===== src/shared/adc_port_pkg.sv =====
package adc_port_pkg;
	// communications byte layout
	localparam int COMM_RS_MSB  = 6;
	localparam int COMM_RS_LSB  = 4;
	localparam int COMM_RW_BIT  = 3;
	localparam int COMM_CH_MSB  = 1;
	localparam int COMM_CH_LSB  = 0;
	// register selects
	localparam logic [2:0] REG_COMM  = 3'h0;
	localparam logic [2:0] REG_SETUP = 3'h1;
	localparam logic [2:0] REG_CLOCK = 3'h2;
	localparam logic [2:0] REG_DATA  = 3'h3;
	// known command codes
	localparam logic [7:0] CMD_CLOCK_WR = 8'h20;
	localparam logic [7:0] CMD_SETUP_WR = 8'h10;
	localparam logic [7:0] CMD_DATA_RD  = 8'h38;
	// setup register fields
	localparam int SETUP_CAL_MSB   = 7;
	localparam int SETUP_CAL_LSB   = 6;
	localparam int SETUP_GAIN_MSB  = 5;
	localparam int SETUP_GAIN_LSB  = 3;
	localparam int SETUP_UNIP_BIT  = 2;
	localparam int SETUP_BUF_BIT   = 1;
	localparam int SETUP_SYNC_BIT  = 0;
	localparam logic [1:0] CAL_SELF = 2'h1;
	// clock register fields
	localparam int CLK_DIS_BIT  = 4;
	localparam int CLK_DIV_BIT  = 3;
	localparam int CLK_RATE_MSB = 1;
	localparam int CLK_RATE_LSB = 0;
	// reset values
	localparam logic [7:0] SETUP_RST = 8'h01;
	localparam logic [7:0] CLOCK_RST = 8'h05;
	// serial framing
	localparam int BYTE_BITS = 8;
	localparam int DATA_BITS = 16;
	// filter settling: results discarded after a resync
	localparam int SETTLE_UPDATES = 3;
	localparam int FIFO_DEPTH     = 8;
endpackage


===== src/rtl/sample_fifo.sv =====
`timescale 1ns/1ps
module sample_fifo #(
	parameter int WIDTH = 16,
	parameter int DEPTH = 8
) (
	input  wire logic             core_clk,
	input  wire logic             srst,
	input  wire logic [WIDTH-1:0] in_data,
	input  wire logic             in_valid,
	output logic                  in_ready,
	output logic [WIDTH-1:0]      out_data,
	output logic                  out_valid,
	input  wire logic             out_ready
);
	localparam int AW = $clog2(DEPTH);

	logic [WIDTH-1:0] mem_q [DEPTH];
	logic [AW-1:0]    wr_q, wr_d, rd_q, rd_d;
	logic [AW:0]      cnt_q, cnt_d;
	logic             do_wr, do_rd;

	////////////////////////////////////////////////////////////////
	// pointer and count update
	always_comb begin
		do_wr = in_valid && in_ready;
		do_rd = out_valid && out_ready;
		wr_d  = do_wr ? ((wr_q == AW'(DEPTH-1)) ? '0 : wr_q + 1'b1) : wr_q;
		rd_d  = do_rd ? ((rd_q == AW'(DEPTH-1)) ? '0 : rd_q + 1'b1) : rd_q;
		cnt_d = cnt_q + (AW+1)'(do_wr) - (AW+1)'(do_rd);
	end

	always_ff @(posedge core_clk) begin
		if (srst) begin
			wr_q  <= '0;
			rd_q  <= '0;
			cnt_q <= '0;
		end else begin
			wr_q  <= wr_d;
			rd_q  <= rd_d;
			cnt_q <= cnt_d;
		end
	end

	// storage has no reset; only written words are ever read
	always_ff @(posedge core_clk) begin
		if (do_wr) begin
			mem_q[wr_q] <= in_data;
		end
	end

	assign in_ready  = (cnt_q != (AW+1)'(DEPTH));
	assign out_valid = (cnt_q != '0);
	assign out_data  = mem_q[rd_q];
endmodule


===== src/rtl/adc_serial_port.sv =====
`timescale 1ns/1ps
module adc_serial_port #(
	parameter int FIFO_W = 16,
	parameter int FIFO_D = 8
) (
	input  wire logic        core_clk,
	input  wire logic        srst,
	input  wire logic        sclk,
	input  wire logic        cs_n,
	input  wire logic        din,
	output logic             dout,
	output logic             dout_oe,
	output logic             conversion_ready_n,
	input  wire logic [15:0] sample_data,
	input  wire logic        sample_valid,
	output logic             sample_ready,
	output logic [1:0]       active_channel,
	output logic [7:0]       setup_reg,
	output logic [7:0]       clock_reg,
	output logic             filter_reset,
	output logic             cal_start
);
	typedef enum logic [1:0] {ST_CMD, ST_WR, ST_RD} port_state_t;

	// shift by one bit, msb first
	function automatic logic [15:0] shl(input logic [15:0] v, input logic b);
		return {v[14:0], b};
	endfunction

	////////////////////////////////////////////////////////////////
	// pin synchronisers; stage one only feeds stage two
	logic [2:0] s1_q, s2_q;
	logic       sclk_prev_q;
	always_ff @(posedge core_clk) begin
		if (srst) begin
			s1_q        <= 3'h7;
			s2_q        <= 3'h7;
			sclk_prev_q <= 1'b1;
		end else begin
			s1_q        <= {sclk, cs_n, din};
			s2_q        <= s1_q;
			sclk_prev_q <= s2_q[2];
		end
	end
	logic sclk_s, cs_s, din_s, rise, fall;
	assign sclk_s = s2_q[2];
	assign cs_s   = s2_q[1];
	assign din_s  = s2_q[0];
	// clock idles high: shift out on falling, sample on rising
	assign rise   = !cs_s && sclk_s && !sclk_prev_q;
	assign fall   = !cs_s && !sclk_s && sclk_prev_q;

	////////////////////////////////////////////////////////////////
	// output fifo between converter and data register
	logic [15:0] fifo_data;
	logic        fifo_valid, fifo_pop;
	sample_fifo #(.WIDTH(FIFO_W), .DEPTH(FIFO_D)) u_fifo (
		.core_clk  (core_clk),
		.srst      (srst),
		.in_data   (sample_data),
		.in_valid  (sample_valid && !filter_reset),
		.in_ready  (sample_ready),
		.out_data  (fifo_data),
		.out_valid (fifo_valid),
		.out_ready (fifo_pop)
	);

	////////////////////////////////////////////////////////////////
	// serial engine state
	port_state_t st_q, st_d;
	logic [15:0] sh_q, sh_d;
	logic [4:0]  cnt_q, cnt_d;
	logic [4:0]  len_q, len_d;
	logic [2:0]  tgt_q, tgt_d;
	logic [1:0]  ch_q, ch_d;
	logic [7:0]  setup_q, setup_d, clock_q, clock_d;
	logic [15:0] data_q, data_d;
	logic        full_q, full_d;
	logic [1:0]  skip_q, skip_d;
	logic        fres_q, fres_d, cal_q, cal_d, dout_q, dout_d, oe_q, oe_d;
	logic [7:0]  byte_in;

	// next-state: command decode, register writes, data read
	always_comb begin
		st_d    = st_q;
		sh_d    = sh_q;
		cnt_d   = cnt_q;
		len_d   = len_q;
		tgt_d   = tgt_q;
		ch_d    = ch_q;
		setup_d = setup_q;
		clock_d = clock_q;
		data_d  = data_q;
		full_d  = full_q;
		skip_d  = skip_q;
		fres_d  = 1'b0;
		cal_d   = 1'b0;
		dout_d  = dout_q;
		oe_d    = oe_q;
		fifo_pop = 1'b0;
		byte_in = {sh_q[6:0], din_s};
		// move a fresh word into the data register when it is free
		if (!full_q && fifo_valid && !(st_q == ST_RD)) begin
			fifo_pop = 1'b1;
			if (skip_q != 2'h0) begin
				skip_d = skip_q - 2'h1;
			end else begin
				data_d = fifo_data;
				full_d = 1'b1;
			end
		end
		case (st_q)
			ST_CMD: begin
				oe_d = 1'b0;
				if (rise) begin
					sh_d  = shl(sh_q, din_s);
					cnt_d = cnt_q + 5'h1;
					if (cnt_q == 5'(adc_port_pkg::BYTE_BITS - 1)) begin
						cnt_d = '0;
						ch_d  = byte_in[adc_port_pkg::COMM_CH_MSB:adc_port_pkg::COMM_CH_LSB];
						tgt_d = byte_in[adc_port_pkg::COMM_RS_MSB:adc_port_pkg::COMM_RS_LSB];
						if (byte_in[adc_port_pkg::COMM_RS_MSB:adc_port_pkg::COMM_RS_LSB]
							== adc_port_pkg::REG_COMM) begin
							st_d = ST_CMD;
						end else if (byte_in[adc_port_pkg::COMM_RW_BIT]) begin
							st_d   = ST_RD;
							len_d  = (byte_in[6:4] == adc_port_pkg::REG_DATA) ?
								5'(adc_port_pkg::DATA_BITS) : 5'(adc_port_pkg::BYTE_BITS);
							// a word loaded in this same cycle must be the one read out,
							// else the read end would clear it unread
							sh_d   = (byte_in[6:4] == adc_port_pkg::REG_DATA) ? data_d :
								(byte_in[6:4] == adc_port_pkg::REG_SETUP) ? {setup_q, 8'h00} :
								(byte_in[6:4] == adc_port_pkg::REG_CLOCK) ? {clock_q, 8'h00} :
								{!full_q, 15'h0000};
							dout_d = (byte_in[6:4] == adc_port_pkg::REG_DATA) ? data_d[15] :
								(byte_in[6:4] == adc_port_pkg::REG_SETUP) ? setup_q[7] :
								(byte_in[6:4] == adc_port_pkg::REG_CLOCK) ? clock_q[7] : !full_q;
							oe_d   = 1'b1;
						end else begin
							st_d = ST_WR;
						end
					end
				end
			end
			ST_WR: begin
				if (rise) begin
					sh_d  = shl(sh_q, din_s);
					cnt_d = cnt_q + 5'h1;
					if (cnt_q == 5'(adc_port_pkg::BYTE_BITS - 1)) begin
						cnt_d = '0;
						st_d  = ST_CMD;
						if (tgt_q == adc_port_pkg::REG_SETUP) begin
							setup_d = byte_in;
							if (byte_in[adc_port_pkg::SETUP_SYNC_BIT] ||
								byte_in[adc_port_pkg::SETUP_CAL_MSB:adc_port_pkg::SETUP_CAL_LSB]
								!= 2'h0) begin
								full_d = 1'b0;
								skip_d = 2'(adc_port_pkg::SETTLE_UPDATES);
							end
							cal_d = (byte_in[7:6] == adc_port_pkg::CAL_SELF);
						end else if (tgt_q == adc_port_pkg::REG_CLOCK) begin
							clock_d = byte_in;
						end
					end
				end
			end
			ST_RD: begin
				// input bits ignored while reading
				if (fall && cnt_q != 5'h0) begin
					dout_d = sh_q[15];
				end
				if (rise) begin
					sh_d  = shl(sh_q, 1'b0);
					cnt_d = cnt_q + 5'h1;
					if (cnt_q == len_q - 5'h1) begin
						cnt_d = '0;
						st_d  = ST_CMD;
						oe_d  = 1'b0;
						if (tgt_q == adc_port_pkg::REG_DATA) begin
							full_d = 1'b0;
						end
					end
				end
			end
			default: st_d = ST_CMD;
		endcase
		// held filter resync keeps the pipeline flushed
		if (setup_d[adc_port_pkg::SETUP_SYNC_BIT]) begin
			fres_d = 1'b1;
			full_d = 1'b0;
		end
	end

	always_ff @(posedge core_clk) begin
		if (srst) begin
			st_q    <= ST_CMD;
			sh_q    <= '0;
			cnt_q   <= '0;
			len_q   <= 5'(adc_port_pkg::BYTE_BITS);
			tgt_q   <= adc_port_pkg::REG_COMM;
			ch_q    <= '0;
			setup_q <= adc_port_pkg::SETUP_RST;
			clock_q <= adc_port_pkg::CLOCK_RST;
			data_q  <= '0;
			full_q  <= 1'b0;
			skip_q  <= '0;
			fres_q  <= 1'b1;
			cal_q   <= 1'b0;
			dout_q  <= 1'b1;
			oe_q    <= 1'b0;
		end else begin
			st_q    <= st_d;
			sh_q    <= sh_d;
			cnt_q   <= cnt_d;
			len_q   <= len_d;
			tgt_q   <= tgt_d;
			ch_q    <= ch_d;
			setup_q <= setup_d;
			clock_q <= clock_d;
			data_q  <= data_d;
			full_q  <= full_d;
			skip_q  <= skip_d;
			fres_q  <= fres_d;
			cal_q   <= cal_d;
			dout_q  <= dout_d;
			oe_q    <= oe_d;
		end
	end

	// outputs straight from flip-flops, except the ready pin, which is full_q inverted
	assign dout               = dout_q;
	assign dout_oe            = oe_q;
	assign conversion_ready_n = !full_q;
	assign active_channel     = ch_q;
	assign setup_reg          = setup_q;
	assign clock_reg          = clock_q;
	assign filter_reset       = fres_q;
	assign cal_start          = cal_q;

	////////////////////////////////////////////////////////////////
	// checks
	chk_ready_new_word: assert property (@(posedge core_clk) disable iff (srst)
		$fell(conversion_ready_n) |-> $past(fifo_pop) && data_q == $past(fifo_data))
		else $error("ready low without a new word");
	chk_resync_holds_ready: assert property (@(posedge core_clk) disable iff (srst)
		fres_q |-> conversion_ready_n) else $error("ready low during resync");
	chk_write_quiet_out: assert property (@(posedge core_clk) disable iff (srst)
		st_q == ST_WR |-> !dout_oe) else $error("output driven on write");
	chk_cmd_to_write: assert property (@(posedge core_clk) disable iff (srst)
		(st_q == ST_CMD && rise && cnt_q == 5'h7 && !byte_in[3] && byte_in[6:4] != 3'h0)
		|=> st_q == ST_WR) else $error("no write after command");
	chk_cmd_to_read: assert property (@(posedge core_clk) disable iff (srst)
		(st_q == ST_CMD && rise && cnt_q == 5'h7 && byte_in == 8'h38)
		|=> st_q == ST_RD && len_q == 5'd16 && dout_oe) else $error("no data read");
	chk_channel_latch: assert property (@(posedge core_clk) disable iff (srst)
		(st_q == ST_CMD && rise && cnt_q == 5'h7) |=> active_channel == $past(byte_in[1:0]))
		else $error("channel not taken");
	chk_setup_self_cal: assert property (@(posedge core_clk) disable iff (srst)
		(st_q == ST_WR && tgt_q == 3'h1 && rise && cnt_q == 5'h7 && byte_in == 8'h40)
		|=> cal_start && setup_reg == 8'h40 ##1 !cal_start) else $error("setup write");
	chk_clock_write: assert property (@(posedge core_clk) disable iff (srst)
		(st_q == ST_WR && tgt_q == 3'h2 && rise && cnt_q == 5'h7)
		|=> clock_reg == $past(byte_in) && st_q == ST_CMD) else $error("clock write");
	chk_back_to_cmd: assert property (@(posedge core_clk) disable iff (srst)
		(st_q == ST_RD && rise && cnt_q == len_q - 5'h1) |=> st_q == ST_CMD && !dout_oe)
		else $error("no return to command");
endmodule


===== config.mk =====
export PLATFORM = sky130hd
export DESIGN_NAME = adc_serial_port
export DESIGN_NICKNAME = d
export VERILOG_FILES = /design/src/shared/adc_port_pkg.sv /design/src/rtl/sample_fifo.sv /design/src/rtl/adc_serial_port.sv
export SDC_FILE = /design/constraint.sdc
export NUM_CORES = 1
export LEC_CHECK = 0
export ABC_AREA = 1
export BUFFER_PORTS_ARGS = -buffer_cell sky130_fd_sc_hd__buf_2
export CORE_UTILIZATION = 35
export DETAILED_ROUTE_END_ITERATION = 6
export GPL_ROUTABILITY_DRIVEN = 0
export PLACE_DENSITY = 0.57
export SLEW_MARGIN = 20
export SYNTH_ARGS = -nofsm -noshare
export SYNTH_HDL_FRONTEND = slang
export SYNTH_SLANG_ARGS = --single-unit

===== constraint.sdc =====
create_clock -name core_clk -period 3.07 [get_ports core_clk]
set_input_delay 0.7675 -clock core_clk [delete_from_list [all_inputs] [get_ports core_clk]]
set_output_delay 0.7675 -clock core_clk [all_outputs]
set_load 0.05 [all_outputs]

==> impl_metrics.json <==
{
  "cpMaxStageDelayCell": "fa_1",
  "synth_warnings": 0,
  "fin_hold_ws_ps": 404,
  "ys_seq_area_frac": 0.593,
  "hpwl_um": 13600,
  "initial_core_util": 0.360,
  "synth-seq-cells": 216,
  "cellLeakagePower_nw": 4.24,
  "grt_pass1_vias": 6362,
  "core_um2": 26300,
  "ys_top_cells_by_area": "edfxtp_1 41%, dfxtp_1 19%, nand2_1 11%, nand3_1 6.4%, a21oi_1 3.0%",
  "wl_met2_um": 10200,
  "antenna_found_initial": 1,
  "critPathKind": "reg2reg",
  "period_needed_ps": 2420,
  "cpMostUsedCell": "ha_1",
  "yosysTopAreaCell": "edfxtp_1",
  "num_io_pins": 46,
  "rsz0062_at_grt": "no",
  "maxSlewViolCount": 0,
  "post_cts_buffers": 0,
  "vias": 6954,
  "clk_pin_slew_worst_paths_ps": 50,
  "failed_checks": "design-rule violations",
  "m1WireLength_um": 10400,
  "port_buffers": 45,
  "crit_chain": "inv_1 -> ha_1 -> nor2_1 -> nand2_1 -> inv_2 -> ha_1 -> inv_1 -> ha_1 -> fa_1 -> xnor2_1 -> nor2_1",
  "clock_latency_ps": 520,
  "dr.first_iter.drc_count": 618,
  "utilization": 0.406,
  "clkSinkCount": 216,
  "worst_pin_slew_ps": 722,
  "regArea_um2": 5610,
  "rrSetupSlack_ps": 650,
  "cpPeakStageDelay_ps": 420,
  "cts_tree": "yes",
  "dieArea_um2": 27700,
  "layout-drive-gt1-share": 0.140,
  "dr.pass1.iters": 7,
  "regMostFlops": "u_fifo.mem_q",
  "diodes": 0,
  "ant_nets": 0,
  "htreeDepth": 1,
  "clock_path_buffers": 3,
  "setup_viol": 0,
  "cts_made_buffers": 23,
  "die_h_um": 166,
  "fp-row-count": 59,
  "grt_use_total": 0.160,
  "largest_reg_flops": 128,
  "multi_input_area_um2": 3330,
  "skew_ps": 24.7,
  "grt_pass1_wl_um": 35400,
  "top_layer": "met5",
  "synth_top_area_share": 0.406,
  "grt_max_degree": 65,
  "fmax_mhz": 414,
  "syn_to_final_growth_pct": 12.8,
  "avgRoutedWirePerCell_um": 15.9,
  "cp.arrival_ps": 2790,
  "reg.largest.list": "u_fifo.mem_q x128, data_q x16, sh_q x16",
  "p_per_area_nw_per_um2": 731,
  "synth_area_per_cell_um2": 9.44,
  "dp.cells": 1354,
  "synth_ff_type": "edfxtp_1",
  "cp-end-kind": "register",
  "maxCapViolations": 0,
  "drt_wl_total_um": 22200,
  "ys_types": 47,
  "yosysMostFrequentCell": "nand2_1",
  "cts-resized-gates": 0,
  "cts_hold_buf": 0,
  "route.met3.wl_um": 1170,
  "synthCells": 1002,
  "synthesis.nets": 1040,
  "hold_viol_final": 0,
  "yosys-top-cells-count": "289 x nand2_1, 128 x edfxtp_1, 120 x nand3_1",
  "overflow": 0,
  "ir_worst_vdd_mv": 0.457,
  "fillers": 2606,
  "finalCritPeriodShare": 0.787,
  "min_path_type": "reg2reg",
  "async_reset_ff_frac": 0,
  "stdcell_count": 1392,
  "critical_path.startpoint_type": "register",
  "syn_area_um2": 9460,
  "final_nets": 1082,
  "final.setup.tns_ps": 0,
  "slew_headroom": 0.518,
  "vias_per_cell": 5.00,
  "die_w_um": 166,
  "synth-edff-count": 128,
  "root_buffer": "clkbuf_16",
  "cp.required_ps": 3440,
  "critPathMaxFanout": 8,
  "status": "finished with violations",
  "drcViolationCount": 3
}
[power breakdown]
group	total [W]	internal (W)	switching, W
registers	0.00330	0.00323	0.0000670
clock network	0.00259	0.00151	0.00109
logic	0.00191	0.000567	0.00135
total	0.00780	0.00530	0.00250
[cells in the final DEF, fill, tap and decap left out, drive strengths merged]
| cell type | instances |
|---|---|
| o21ai | 59 |
| o211ai | 10 |
| a22oi | 1 |
| xnor2 | 3 |
| buf | 63 |
| nand3 | 122 |
| clkbuf | 30 |
| edfxtp | 128 |
| nor3 | 10 |
| or2 | 8 |
| dfxtp | 88 |
| fa | 1 |
| a41oi | 1 |
| nand4 | 2 |
| nor2 | 66 |
| xor2 | 2 |
| a21oi | 70 |
| ha | 15 |
| nor4 | 3 |
| inv | 61 |
| a211oi | 1 |
| a31oi | 4 |
| a21o | 1 |
| bufinv | 1 |
| o211a | 2 |
| clkinv | 12 |
| nand2 | 293 |
[metal layers]
layer | global-route usage | up-vias
met5 | 0 | -
met4 | 0.0362 | 2
met3 | 0.0279 | 30
met2 | 0.256 | 147
met1 | 0.224 | 3298
li1 | - | 3477
[worst paths after layout]
check / from / to / cells past startpoint
min reg2reg: s1_q[1]$_SDFF_PP1_ / s2_q[1]$_SDFF_PP1_ / 1
max: st_q[0]$_SDFFE_PP0P_ / u_fifo.cnt_q[2]$_SDFF_PP0_ / 11
min: s1_q[1]$_SDFF_PP1_ / s2_q[1]$_SDFF_PP1_ / 1
max reg2reg: st_q[0]$_SDFFE_PP0P_ / u_fifo.cnt_q[2]$_SDFF_PP0_ / 11
[kinds of logic after synthesis]
family / share of synthesized area
xor+xnor: 0.00463
flops: 0.593
compound gates: 0.0914
buf+inv: 0.0553
fa+ha+maj: 0.0220
simple gates: 0.234
[cell type report]
| type | count | area share |
|---|---|---|
| inverter | 66 | 0.0242 |
| clock inverter | 8 | 0.00715 |
| clock buffer | 30 | 0.0583 |
| tap | 335 | 0.0393 |
| multi-input combinational | 674 | 0.312 |
| timing repair buffer | 63 | 0.0338 |
| sequential | 216 | 0.525 |
[critical path: cells and delay by family, from the launching register on]
family	cells	cell delay [ps]
XOR/XNOR	1	160
adder cells (fa/ha/maj)	4	1250
buffers and inverters	3	250
flip-flops	1	320
AND/OR/NAND/NOR	3	330
[stage by stage]
step	setup WS [ps]	power [W]	instance area (µm²)
floorplan	627	0.00475	9460
global placement	753	0.00525	9970
detailed placement	659	0.00527	9970
CTS	651	0.00788	10700
global route	432	0.00826	10700
finish	653	0.00780	10700
(Power assumes the default switching activity.)
